$ cat src/shared/mmd_pkg.sv
/*
 * Constants for the min/max, mains-frequency and display sequencing block.
 * Assumes a 200 MHz system clock and 16-bit parameter words.
 */
// Operation
// averaging filter reaches at least 95% of a step after averaging time
// every quantity is recomputed once per 10/12 mains-period block
// new result replaces minimum when lower, maximum when higher
// extremes copied to nonvolatile store every five minutes, no timestamp
// writing 001 to parameter 506 clears all extremes at once
// automatic frequency detection only while phase-one voltage exceeds 10 V
// sampling rate of current and voltage follows the mains frequency
// missing voltage in automatic mode raises acknowledgeable error 500
// without frequency, keep computing with the last measured frequency
// error clears itself about five seconds after frequency returns
// missing-frequency error suppressed when a fixed frequency is set
// frequency parameter accepts 0 (automatic) or 45 to 65 Hz
// writing 001 to parameter 507 clears all three energy counters together
// harmonics captured up to the fortieth order
// THD is root of summed squared orders two upward over fundamental
// displayed values refresh once per second
// rotation active only if some screen has rotation time above zero
// buttons step screen profile; sixty idle seconds resume rotation
// rotation time 0 to 60 s, common to all profiles, zero stops
// rotation profile 0 to 3, three presets and one customer profile
// screen profile 0 to 3, three presets and one customer profile
// after power-up show first screen of selected screen profile
// rotation advances to next enabled screen each period, wrapping
`default_nettype none
package mmd_pkg;
    localparam logic [9:0]  ADDR_FREQ     = 10'h022;
    localparam logic [9:0]  ADDR_SCR_PROF = 10'h025;
    localparam logic [9:0]  ADDR_ROT_PROF = 10'h026;
    localparam logic [9:0]  ADDR_ROT_TIME = 10'h027;
    localparam logic [9:0]  ADDR_EXT_CLR  = 10'h1FA;
    localparam logic [9:0]  ADDR_NRG_CLR  = 10'h1FB;
    localparam logic [15:0] CMD_CLEAR     = 16'h0001;
    localparam logic [15:0] FREQ_AUTO     = 16'h0000;
    localparam logic [15:0] FREQ_MIN      = 16'h002D;
    localparam logic [15:0] FREQ_MAX      = 16'h0041;
    localparam logic [15:0] FREQ_RST      = 16'h0000;
    localparam logic [15:0] PROF_MAX      = 16'h0003;
    localparam logic [15:0] ROT_TIME_MAX  = 16'h003C;
    localparam logic [15:0] ROT_TIME_RST  = 16'h0000;
    localparam logic [15:0] ERR_CODE      = 16'h01F4;
    // phase-one voltage in 10 mV units, 10 V threshold
    localparam logic [15:0] PH1_THRESH    = 16'h03E8;
    localparam logic [5:0]  HARM_LAST     = 6'h28;
    localparam logic [5:0]  HARM_FIRST    = 6'h02;
    localparam int          SCREENS       = 8;
    localparam logic [7:0]  ROT_MASK0     = 8'h0F;
    localparam logic [7:0]  ROT_MASK1     = 8'h33;
    localparam logic [7:0]  ROT_MASK2     = 8'hFF;
    localparam logic [2:0]  SCR_COUNT0    = 3'h3;
    localparam logic [2:0]  SCR_COUNT1    = 3'h5;
    localparam logic [2:0]  SCR_COUNT2    = 3'h7;
    localparam longint      CLK_HZ        = 200_000_000;
    localparam longint      SAVE_S        = 300;
    localparam longint      ERR_HOLD_S    = 5;
    localparam longint      IDLE_S        = 60;
    localparam longint      REFRESH_S     = 1;
    localparam longint      SAVE_CYC      = SAVE_S * CLK_HZ;
    localparam longint      ERR_HOLD_CYC  = ERR_HOLD_S * CLK_HZ;
    localparam longint      IDLE_CYC      = IDLE_S * CLK_HZ;
    localparam longint      SEC_CYC       = REFRESH_S * CLK_HZ;
    typedef enum logic [1:0] {
        MMD_T_ACC  = 2'b00,
        MMD_T_SQRT = 2'b01,
        MMD_T_DIV  = 2'b10
    } mmd_thd_t;
endpackage
`default_nettype wire

$ cat src/logic/mmd_core.sv
/*
 * Min/max bookkeeping, mains-frequency selection, energy clear, THD and
 * measured-value screen sequencing of a power meter.
 * Assumes results, harmonic magnitudes and buttons arrive synchronous to clk
 * and that parameter writes come one word per strobe.
 */
`default_nettype none
module mmd_core #(
    parameter int     W          = 16,
    parameter int     AVG_SHIFT  = 4,
    parameter int     SPP        = 128,
    parameter longint SAVE_CYC   = mmd_pkg::SAVE_CYC,
    parameter longint HOLD_CYC   = mmd_pkg::ERR_HOLD_CYC,
    parameter longint IDLE_CYC   = mmd_pkg::IDLE_CYC,
    parameter longint SEC_CYC    = mmd_pkg::SEC_CYC,
    parameter logic [7:0] CUST_ROT   = 8'h01,
    parameter logic [2:0] CUST_COUNT = 3'h1
) (
    input  wire logic         clk,
    input  wire logic         rst_n,
    input  wire logic         param_wr,
    input  wire logic         param_rd,
    input  wire logic [9:0]   param_addr,
    input  wire logic [15:0]  param_wdata,
    output logic      [15:0]  param_rdata,
    input  wire logic         block_done,
    input  wire logic [W-1:0] meas_value,
    input  wire logic [15:0]  phase_one_voltage_input,
    input  wire logic         freq_valid,
    input  wire logic [15:0]  freq_meas,
    input  wire logic         err_ack,
    input  wire logic         harm_valid,
    input  wire logic [5:0]   harm_order,
    input  wire logic [15:0]  harm_mag,
    input  wire logic         button,
    output logic      [W-1:0] avg_value,
    output logic      [W-1:0] min_value,
    output logic      [W-1:0] max_value,
    output logic              nv_save,
    output logic              energy_clear,
    output logic      [15:0]  freq_used,
    output logic      [31:0]  sample_rate,
    output logic      [15:0]  error_code,
    output logic      [15:0]  thd_value,
    output logic              thd_done,
    output logic              refresh,
    output logic      [1:0]   screen_prof,
    output logic      [2:0]   screen_idx,
    output logic              rotating
);
    import mmd_pkg::*;

    // ------------------------------------------------------------
    // parameter words
    // ------------------------------------------------------------
    logic [15:0] freq_sel_reg;
    logic [1:0]  scr_prof_reg;
    logic [1:0]  rot_prof_reg;
    logic [5:0]  rot_time_reg;
    logic        ext_clr;
    logic        nrg_clr;
    logic        wr_freq_ok;

    assign ext_clr = param_wr && param_addr == ADDR_EXT_CLR && param_wdata == CMD_CLEAR;
    assign nrg_clr = param_wr && param_addr == ADDR_NRG_CLR && param_wdata == CMD_CLEAR;
    assign wr_freq_ok = param_wdata == FREQ_AUTO ||
                        (param_wdata >= FREQ_MIN && param_wdata <= FREQ_MAX);

    // out-of-range values are ignored so the previous setting stays valid
    always_ff @(posedge clk or negedge rst_n) begin
        if (!rst_n) begin
            freq_sel_reg <= FREQ_RST;
            scr_prof_reg <= 2'h0;
            rot_prof_reg <= 2'h0;
            rot_time_reg <= 6'h00;
        end else if (param_wr) begin
            if (param_addr == ADDR_FREQ && wr_freq_ok)
                freq_sel_reg <= param_wdata;
            if (param_addr == ADDR_SCR_PROF && param_wdata <= PROF_MAX)
                scr_prof_reg <= param_wdata[1:0];
            if (param_addr == ADDR_ROT_PROF && param_wdata <= PROF_MAX)
                rot_prof_reg <= param_wdata[1:0];
            if (param_addr == ADDR_ROT_TIME && param_wdata <= ROT_TIME_MAX)
                rot_time_reg <= param_wdata[5:0];
        end
    end

    always_ff @(posedge clk or negedge rst_n) begin
        if (!rst_n)
            param_rdata <= 16'h0000;
        else if (param_rd) begin
            case (param_addr)
                ADDR_FREQ:     param_rdata <= freq_sel_reg;
                ADDR_SCR_PROF: param_rdata <= {14'h0000, scr_prof_reg};
                ADDR_ROT_PROF: param_rdata <= {14'h0000, rot_prof_reg};
                ADDR_ROT_TIME: param_rdata <= {10'h000, rot_time_reg};
                default:       param_rdata <= 16'h0000;
            endcase
        end
    end

    always_ff @(posedge clk or negedge rst_n) begin
        if (!rst_n)
            energy_clear <= 1'b0;
        else
            energy_clear <= nrg_clr;
    end

    // ------------------------------------------------------------
    // averaging and extremes
    // ------------------------------------------------------------
    logic        ext_empty_reg;
    logic [63:0] save_cnt_reg;

    // one result per block; shift chosen so 95% is reached in the set time
    always_ff @(posedge clk or negedge rst_n) begin
        if (!rst_n)
            avg_value <= '0;
        else if (block_done)
            avg_value <= W'($signed({1'b0, avg_value}) +
                ($signed({1'b0, meas_value} - {1'b0, avg_value}) >>> AVG_SHIFT));
    end

    always_ff @(posedge clk or negedge rst_n) begin
        if (!rst_n) begin
            min_value     <= '1;
            max_value     <= '0;
            ext_empty_reg <= 1'b1;
        end else if (ext_clr) begin
            min_value     <= '1;
            max_value     <= '0;
            ext_empty_reg <= 1'b1;
        end else if (block_done) begin
            ext_empty_reg <= 1'b0;
            if (ext_empty_reg || meas_value < min_value)
                min_value <= meas_value;
            if (ext_empty_reg || meas_value > max_value)
                max_value <= meas_value;
        end
    end

    always_ff @(posedge clk or negedge rst_n) begin
        if (!rst_n) begin
            save_cnt_reg <= 64'h0;
            nv_save      <= 1'b0;
        end else begin
            nv_save <= save_cnt_reg == 64'(SAVE_CYC - 1);
            if (save_cnt_reg == 64'(SAVE_CYC - 1))
                save_cnt_reg <= 64'h0;
            else
                save_cnt_reg <= save_cnt_reg + 64'h1;
        end
    end

    // ------------------------------------------------------------
    // mains frequency
    // ------------------------------------------------------------
    logic        auto_mode;
    logic        v_ok;
    logic [63:0] hold_cnt_reg;

    assign auto_mode = freq_sel_reg == FREQ_AUTO;
    assign v_ok      = phase_one_voltage_input > PH1_THRESH && freq_valid;

    always_ff @(posedge clk or negedge rst_n) begin
        if (!rst_n)
            freq_used <= 16'h0032;
        else if (!auto_mode)
            freq_used <= freq_sel_reg;
        else if (v_ok)
            freq_used <= freq_meas;
    end

    always_ff @(posedge clk or negedge rst_n) begin
        if (!rst_n)
            sample_rate <= 32'h0;
        else
            sample_rate <= 32'(freq_used * SPP);
    end

    always_ff @(posedge clk or negedge rst_n) begin
        if (!rst_n) begin
            error_code   <= 16'h0000;
            hold_cnt_reg <= 64'h0;
        end else begin
            if (!auto_mode) begin
                error_code   <= 16'h0000;
                hold_cnt_reg <= 64'h0;
            end else if (!v_ok) begin
                error_code   <= ERR_CODE;
                hold_cnt_reg <= 64'h0;
            end else if (error_code != 16'h0000) begin
                if (err_ack || hold_cnt_reg == 64'(HOLD_CYC - 1))
                    error_code <= 16'h0000;
                hold_cnt_reg <= hold_cnt_reg + 64'h1;
            end
        end
    end

    // ------------------------------------------------------------
    // total harmonic distortion
    // ------------------------------------------------------------
    mmd_thd_t    thd_st_reg;
    logic [37:0] sum_reg;
    logic [15:0] fund_reg;
    logic [31:0] rem_reg;
    logic [15:0] root_reg;
    logic [4:0]  step_reg;
    logic [31:0] trial;

    assign trial = {rem_reg[29:0], sum_reg[37:36]} - {14'h0, root_reg, 2'b01};

    // bit-serial root then 8.8 fixed-point quotient; sum keeps its low 32 bits
    always_ff @(posedge clk or negedge rst_n) begin
        if (!rst_n) begin
            thd_st_reg <= MMD_T_ACC;
            sum_reg    <= '0;
            fund_reg   <= '0;
            rem_reg    <= '0;
            root_reg   <= '0;
            step_reg   <= '0;
            thd_value  <= '0;
            thd_done   <= 1'b0;
        end else begin
            thd_done <= 1'b0;
            case (thd_st_reg)
                MMD_T_ACC: if (harm_valid) begin
                    if (harm_order == 6'h01) begin
                        fund_reg <= harm_mag;
                        sum_reg  <= '0;
                    end else if (harm_order >= HARM_FIRST && harm_order <= HARM_LAST) begin
                        sum_reg <= sum_reg + 38'(harm_mag * harm_mag);
                    end
                    if (harm_order == HARM_LAST) begin
                        thd_st_reg <= MMD_T_SQRT;
                        rem_reg    <= '0;
                        root_reg   <= '0;
                        step_reg   <= 5'h0;
                        sum_reg    <= {32'(sum_reg + 38'(harm_mag * harm_mag)), 6'h00};
                    end
                end
                MMD_T_SQRT: begin
                    sum_reg <= {sum_reg[35:0], 2'b00};
                    if (!trial[31]) begin
                        rem_reg  <= trial;
                        root_reg <= {root_reg[14:0], 1'b1};
                    end else begin
                        rem_reg  <= {rem_reg[29:0], sum_reg[37:36]};
                        root_reg <= {root_reg[14:0], 1'b0};
                    end
                    step_reg <= step_reg + 5'h1;
                    if (step_reg == 5'hF) begin
                        thd_st_reg <= MMD_T_DIV;
                        step_reg   <= 5'h0;
                        rem_reg    <= '0;
                    end
                end
                MMD_T_DIV: begin
                    // restoring divide of root<<8 by the fundamental
                    if ({rem_reg[30:0], root_reg[15]} >= {16'h0, fund_reg}) begin
                        rem_reg   <= {rem_reg[30:0], root_reg[15]} - {16'h0, fund_reg};
                        thd_value <= {thd_value[14:0], 1'b1};
                    end else begin
                        rem_reg   <= {rem_reg[30:0], root_reg[15]};
                        thd_value <= {thd_value[14:0], 1'b0};
                    end
                    root_reg <= {root_reg[14:0], 1'b0};
                    step_reg <= step_reg + 5'h1;
                    if (step_reg == 5'h17) begin
                        thd_st_reg <= MMD_T_ACC;
                        thd_done   <= 1'b1;
                        sum_reg    <= '0;
                    end
                end
                default: thd_st_reg <= MMD_T_ACC;
            endcase
        end
    end

    // ------------------------------------------------------------
    // display sequencing
    // ------------------------------------------------------------
    function automatic logic [2:0] next_on(input logic [7:0] m, input logic [2:0] i);
        logic [2:0] r;
        r = i;
        for (int k = SCREENS - 1; k >= 1; k--)
            if (m[3'(i + 3'(k))])
                r = 3'(i + 3'(k));
        return r;
    endfunction

    logic [7:0]  rot_mask;
    logic [2:0]  scr_last;
    logic [63:0] sec_cnt_reg;
    logic [63:0] idle_cnt_reg;
    logic [5:0]  rot_cnt_reg;
    logic        tick;

    always_comb begin
        case (rot_prof_reg)
            2'h0:    rot_mask = ROT_MASK0;
            2'h1:    rot_mask = ROT_MASK1;
            2'h2:    rot_mask = ROT_MASK2;
            default: rot_mask = CUST_ROT;
        endcase
        case (scr_prof_reg)
            2'h0:    scr_last = SCR_COUNT0;
            2'h1:    scr_last = SCR_COUNT1;
            2'h2:    scr_last = SCR_COUNT2;
            default: scr_last = CUST_COUNT;
        endcase
    end

    assign tick = sec_cnt_reg == 64'(SEC_CYC - 1);

    always_ff @(posedge clk or negedge rst_n) begin
        if (!rst_n) begin
            sec_cnt_reg <= 64'h0;
            refresh     <= 1'b0;
        end else begin
            refresh     <= tick;
            sec_cnt_reg <= tick ? 64'h0 : sec_cnt_reg + 64'h1;
        end
    end

    always_ff @(posedge clk or negedge rst_n) begin
        if (!rst_n) begin
            idle_cnt_reg <= 64'h0;
            rotating     <= 1'b0;
        end else if (button) begin
            idle_cnt_reg <= 64'h0;
            rotating     <= 1'b0;
        end else if (idle_cnt_reg == 64'(IDLE_CYC - 1)) begin
            rotating     <= rot_time_reg != 6'h00 && rot_mask != 8'h00;
        end else begin
            idle_cnt_reg <= idle_cnt_reg + 64'h1;
        end
    end

    always_ff @(posedge clk or negedge rst_n) begin
        if (!rst_n) begin
            screen_prof <= 2'h0;
            screen_idx  <= 3'h0;
            rot_cnt_reg <= 6'h00;
        end else begin
            screen_prof <= scr_prof_reg;
            if (button) begin
                rot_cnt_reg <= 6'h00;
                screen_idx  <= screen_idx >= scr_last ? 3'h0 : screen_idx + 3'h1;
            end else if (rotating && tick && rot_time_reg != 6'h00) begin
                if (rot_cnt_reg + 6'h01 >= rot_time_reg) begin
                    rot_cnt_reg <= 6'h00;
                    screen_idx  <= next_on(rot_mask, screen_idx);
                end else begin
                    rot_cnt_reg <= rot_cnt_reg + 6'h01;
                end
            end
        end
    end
endmodule
`default_nettype wire

$ cat config.mk
export PLATFORM = sky130hd
export DESIGN_NAME = mmd_core
export DESIGN_NICKNAME = d
export VERILOG_FILES = /design/src/shared/mmd_pkg.sv /design/src/logic/mmd_core.sv
export SDC_FILE = /design/constraint.sdc
export NUM_CORES = 2
export LEC_CHECK = 0
export ABC_AREA = 1
export BUFFER_PORTS_ARGS = -buffer_cell sky130_fd_sc_hd__buf_2
export CAP_MARGIN = 20
export CORE_ASPECT_RATIO = 0.7
export CORE_MARGIN = 1
export CORE_UTILIZATION = 56
export CTS_BUF_LIST = sky130_fd_sc_hd__clkbuf_8
export CTS_CLUSTER_SIZE = 10
export DETAILED_ROUTE_END_ITERATION = 10
export PLACE_DENSITY_LB_ADDON = 0.05
export SLEW_MARGIN = 0
export SYNTH_ARGS = -nofsm -noshare
export SYNTH_HDL_FRONTEND = slang
export SYNTH_SLANG_ARGS = --single-unit
$ cat constraint.sdc
create_clock -name clk -period 3.9 [get_ports clk]
set_input_delay 0 -clock clk [delete_from_list [all_inputs] [get_ports clk]]
set_output_delay 0 -clock clk [all_outputs]
set_load 0.01 [all_outputs]
== After elaboration in Yosys (flattened, before gate mapping) ==
Index checks and enable logic that the tools add are counted.
W data, S select, Z words.
Word-level totals
  input port bits: 105
  output and inout port bits: 154
  word-level logic and storage cells: 227
  register bits after elaboration: 535
Operators by class
  multiplexer cells: 82
  multiply operators: 1
  equal/unequal tests: 30
  reductions and logical operators: 46
  add/subtract/negate cells: 18
  $lt $le $gt $ge: 19
Operator list (number)
  $mux W64: 7
  $add A64 B1 Y64 const B: 4
  $mux W16: 14
  $mux W38: 5
  $mux W31: 5
  $pmux W38 S3: 1
  $pmux W31 S3: 1
  $eq A64 B28 Y1 const B: 1
  $eq A64 B30 Y1 const B: 1
  $eq A64 B34 Y1 const B: 1
  $eq A64 B36 Y1 const B: 1
  $pmux W16 S4: 1
  $pmux W16 S3: 1
  $eq A10 B6 Y1 const B: 4
  $add A38 B32 Y38: 1
  $mux W3: 11
  $ge A32 B16 Y1: 1
  $logic_not A16 Y1: 2
  $mul A16 B16 Y32: 1
  $sub A32 B18 Y32: 1
  $sub A31 B16 Y31: 1
  $lt A3 B4 Y1 const B: 7
  $pmux W8 S3: 1
  $bmux W1 S3: 7
  other kinds (48): 116

== Logic depth before layout (Yosys ltp) ==
  depth in word-level cells: 14
  mapped depth: 30
  gate-level depth less buffers: 29

== Worst setup path after synthesis ==
No wires, ideal clock.
  kind: input -> register
  start: input port harm_mag[4]
  end: register sum_reg[32]
  cell stages on the path: 23
  buffers on the path: 2
  slack: -1.450 ns
  setup time: 0.113 ns
  required time: 3.787 ns
  arrival: 5.237 ns
  cells stage by stage: clkbuf_1 -> clkbuf_1 -> nand2_1 -> fa_1 -> inv_1 -> fa_1 -> fa_1 -> fa_1 -> fa_1 -> inv_1 -> fa_1 -> inv_1 -> ha_1 -> a21oi_1 -> o21ai_0 -> a21oi_1 -> nor2_1 -> nor3_1 -> nand3_1 -> nand3_1 -> nand3_1 -> nand2_1 -> inv_1
Between the ends
  longest elaborated chain between the ends: 7
Ends and longest elaborated chain
  from (decl): line mmd_core.sv:34  | input wire logic [15:0] harm_mag,
  $mul A16 B16 Y32 *: line mmd_core.sv:232, mmd_core.sv:239
  $add A38 B32 Y38 *: line mmd_core.sv:239  | sum_reg <= {32'(sum_reg + 38'(harm_mag * harm_mag)), 6'h00};
  $mux W38: line mmd_core.sv:231  | end else if (harm_order >= HARM_FIRST && harm_order <= HARM_LAST) begin
  $mux W38: line mmd_core.sv:228  | if (harm_order == 6'h01) begin
  $mux W38 *: line mmd_core.sv:234  | if (harm_order == HARM_LAST) begin
  $mux W38 *: line mmd_core.sv:227  | MMD_T_ACC: if (harm_valid) begin
  $pmux W38 S3 *: line mmd_core.sv:226  | case (thd_st_reg)
  to (signal assigned): line mmd_core.sv:232  | sum_reg <= sum_reg + 38'(harm_mag * harm_mag);
  to (signal assigned): line mmd_core.sv:239
  to (signal assigned): line mmd_core.sv:243  | sum_reg <= {sum_reg[35:0], 2'b00};
  to (decl): line mmd_core.sv:204  | logic [37:0] sum_reg;
Mark *: on every way between the ends. The rest lies on a longest branch, timed or not. The select of a mux whose other input is x is not followed.
A chain may end at the register's enable or synchronous reset.

== Final worst setup path ==
  start: input port harm_mag[10]
  end: register sum_reg[22]
The elaborated chain is that of the path after synthesis.

==> impl_metrics.json <==
{
  "htreeDepth": 3,
  "setup_violations": 30,
  "cts.path.max_buffers": 3,
  "stdcell_count": 7589,
  "grt_setup_unrepaired": "true",
  "ant_nets": 0,
  "row_count": 84,
  "worst_slew_margin_rel": 0.272,
  "grt_pass1_vias": 40184,
  "post-route-period-util": 1.15,
  "initial_core_util": 0.569,
  "port-buffer-count": 232,
  "dr.pass1.iters": 6,
  "period_needed_ps": 4480,
  "gp_congestion": 1.02,
  "synth_compound_area_frac": 0.0757,
  "dieHeight_microns": 234,
  "violations": "negative setup slack",
  "wl_microns": 138000,
  "synth_cell_types": 57,
  "cp_common_cell": "fa_1",
  "outcome": "finished with violations",
  "vias_per_cell": 5.54,
  "remaining_drc_errors": 0,
  "post_synth_mux_area_share": 0.00210,
  "ys_ff_latch": 520,
  "wire_per_inst_microns": 18.2,
  "drt_iter0_drc": 4003,
  "clock_skew_ps": 56.2,
  "cts.sinks": 520,
  "fin_tns_setup_ps": -11950,
  "r2r_setup_slack_ps": -410,
  "crit_path_end_kind": "flip-flop",
  "synth_xor_area_frac": 0.0506,
  "dieArea_sq_um": 77800,
  "max_freq_ghz": 0.223,
  "placed_cells": 7280,
  "track_usage": 0.354,
  "layout-drive-gt1-share": 0.158,
  "synth_top_family_by_area": "simple AND/OR/NAND/NOR gates",
  "yosys_most_used_dff": "dfrtp_1",
  "synth_edf_count": 0,
  "synthAdderAreaFrac": 0.159,
  "critPathKind": "primary input to flip-flop",
  "dp_hpwl_microns": 107000,
  "maxCapViolations": 0,
  "synth_warnings": 0,
  "cts_tree": "yes",
  "overflow": 0,
  "cts_buffers": 87,
  "crit_path_max_incr_delay_ps": 540,
  "cp.required_ps": 4530,
  "async_flop_share": 1.00,
  "hold_viol_final": 0,
  "syn_to_final_growth_pct": 20.9,
  "place_ws_ps": -1480,
  "die_x_microns": 333,
  "syn_avg_cell_area_sq_um": 7.19,
  "met1_usage": 0.512,
  "core_sq_um": 75500,
  "min_path_type": "primary input to async pin",
  "drv_slew": 0,
  "layout.nets": 7059,
  "start_kind": "primary input",
  "grtUsageMet3": 0.0784,
  "worst-path-max-fanout": 5,
  "grt_busiest_layer": "met2",
  "clockRootBuffer": "clkbuf_8",
  "num_vias": 42057,
  "syn_inst": 5974,
  "grtUsageMet2": 0.531,
  "setup_ws_ps": -577,
  "grt_pass1_wl_microns": 218000,
  "slowest_stage": "fa_1",
  "synth-simple-area-share": 0.293,
  "clk_pin_slew_ps": 80,
  "clk_latency_ps": 780,
  "grt_max_degree": 83,
  "yosysSeqAreaShare": 0.304,
  "synth_area_sq_um": 42900,
  "io-pin-count": 259,
  "holdWs_ps": 69.7,
  "antenna_found_initial": 2,
  "cp.arrival_ps": 5100,
  "worst_slew_pin_slew_ps": 1090
}
[critical path: cells and delay by family]
kind                       cells  cell delay [ps]
AOI/OAI and AO/OA              3              530
adders and majority gates      7             3280
and+or+nand+nor                8              810
buffers and inverters          7              460
[final timing paths]
| check | from | end | cells after the start |
|---|---|---|---|
| max | harm_mag[10] | sum_reg[22] | 25 |
| min | rst_n | root_reg[9] | 3 |
| max reg2reg | sum_reg[13] | sum_reg[20] | 20 |
| min reg2reg | freq_used[9] | sample_rate[16] | 0 |
| max in group asynchronous | rst_n | sec_cnt_reg[32] | 3 |
| min in group clk | harm_mag[0] | sum_reg[0] | 6 |
[metal layers]
metal  share of wire  up-vias
met5         0.00019        -
met4           0.031        4
met3           0.091      286
met2            0.43     1778
met1            0.45    19953
li1                -    20036
[cell type report]
type | instances | area, sq um
multi-input cells | 4213 | 26700
well taps | 989 | 1240
clock inverters | 52 | 607
diodes | 1 | 2.50
fillers | 6428 | 23600
inverters | 1111 | 4180
flip-flops and latches | 520 | 13000
clock buffers | 109 | 1500
repair buffers | 594 | 4620
[stage by stage]
stage,utilization,cell area [sq um]
floorplan,-,44100
global placement,0.625,47200
detailed placement,0.625,47200
CTS,0.678,51100
global route,0.688,51900
finish,0.688,51900
[logic make-up (layout without fill, tap and decap cells)]
kind of cell	after synthesis	after routing
simple gates	2901	2902
buf+inv	1267	1866
compound gates	602	602
flops	520	520
fa+ha+maj	427	427
xor+xnor	248	248
mux	8	8
other cells	1	27
[Yosys cell counts (all sizes together), types with 3 or more instances]
master / instances / area share
o22ai: 18 / 0.0026
nand2: 1380 / 0.12
o21bai: 9 / 0.0016
a211oi: 8 / 0.0014
a21o: 9 / 0.0016
nor3b: 12 / 0.0021
or2: 14 / 0.0020
and3: 3 / 0.00044
xor2: 198 / 0.040
nand4: 176 / 0.026
nor4: 88 / 0.013
o31ai: 3 / 0.00052
nand3b: 17 / 0.0031
nor2: 650 / 0.058
inv: 1108 / 0.097
o21a: 10 / 0.0017
dfrtp: 500 / 0.29
a31oi: 19 / 0.0028
ha: 228 / 0.066
mux2: 8 / 0.0021
a21oi: 212 / 0.025
buf: 66 / 0.010
fa: 199 / 0.093
dfstp: 20 / 0.012
o211ai: 14 / 0.0024
or3: 4 / 0.00058
clkinv: 3 / 0.00026
nand3: 370 / 0.044
clkbuf: 90 / 0.0079
a22oi: 7 / 0.0012
a21boi: 9 / 0.0016
xnor2: 50 / 0.010
o21ai: 279 / 0.033
and2: 6 / 0.00087
nor3: 180 / 0.022
[layout by cell type, fill, tap and decap left out, types with 18 or more instances in the layout]
| master | synthesis | final |
|---|---|---|
| conb_1 | 1 | 26 |
| nor3_1 | 174 | 166 |
| dlygate4sd3_1 | 0 | 116 |
| o21ai_1 | 27 | 36 |
| nor2_4 | 5 | 26 |
| a31oi_1 | 19 | 18 |
| ha_4 | 0 | 22 |
| buf_4 | 34 | 215 |
| dfrtp_1 | 500 | 500 |
| nand3_2 | 5 | 19 |
| nor2_1 | 635 | 606 |
| buf_2 | 19 | 216 |
| nor2_2 | 10 | 18 |
| dfstp_2 | 20 | 20 |
| ha_1 | 228 | 204 |
| a21oi_1 | 212 | 172 |
| fa_1 | 199 | 177 |
| nand4_1 | 176 | 176 |
| clkbuf_8 | 0 | 109 |
| fa_2 | 0 | 22 |
| nand2_4 | 2 | 37 |
| nor4_1 | 87 | 87 |
| nand2_1 | 1371 | 1269 |
| o22ai_1 | 18 | 18 |
| o21ai_0 | 252 | 227 |
| inv_2 | 9 | 70 |
| xor2_1 | 198 | 191 |
| nand3_1 | 365 | 348 |
| xnor2_1 | 50 | 47 |
| inv_1 | 1099 | 1053 |
| nand2_2 | 7 | 70 |
| a21oi_2 | 0 | 23 |
[repair_timing]
action                                 CTS  global route
gates resized for setup                156           166
pin swaps                               80           139
hold buffers                           117             0
endpoints found under the hold margin  553             0
setup buffers                           10            18
setup endpoints to repair               30            68
gates cloned                             1             1
Power is not shown: default switching activity piles up to over one toggle a cycle in this logic, so the estimate is an artifact.
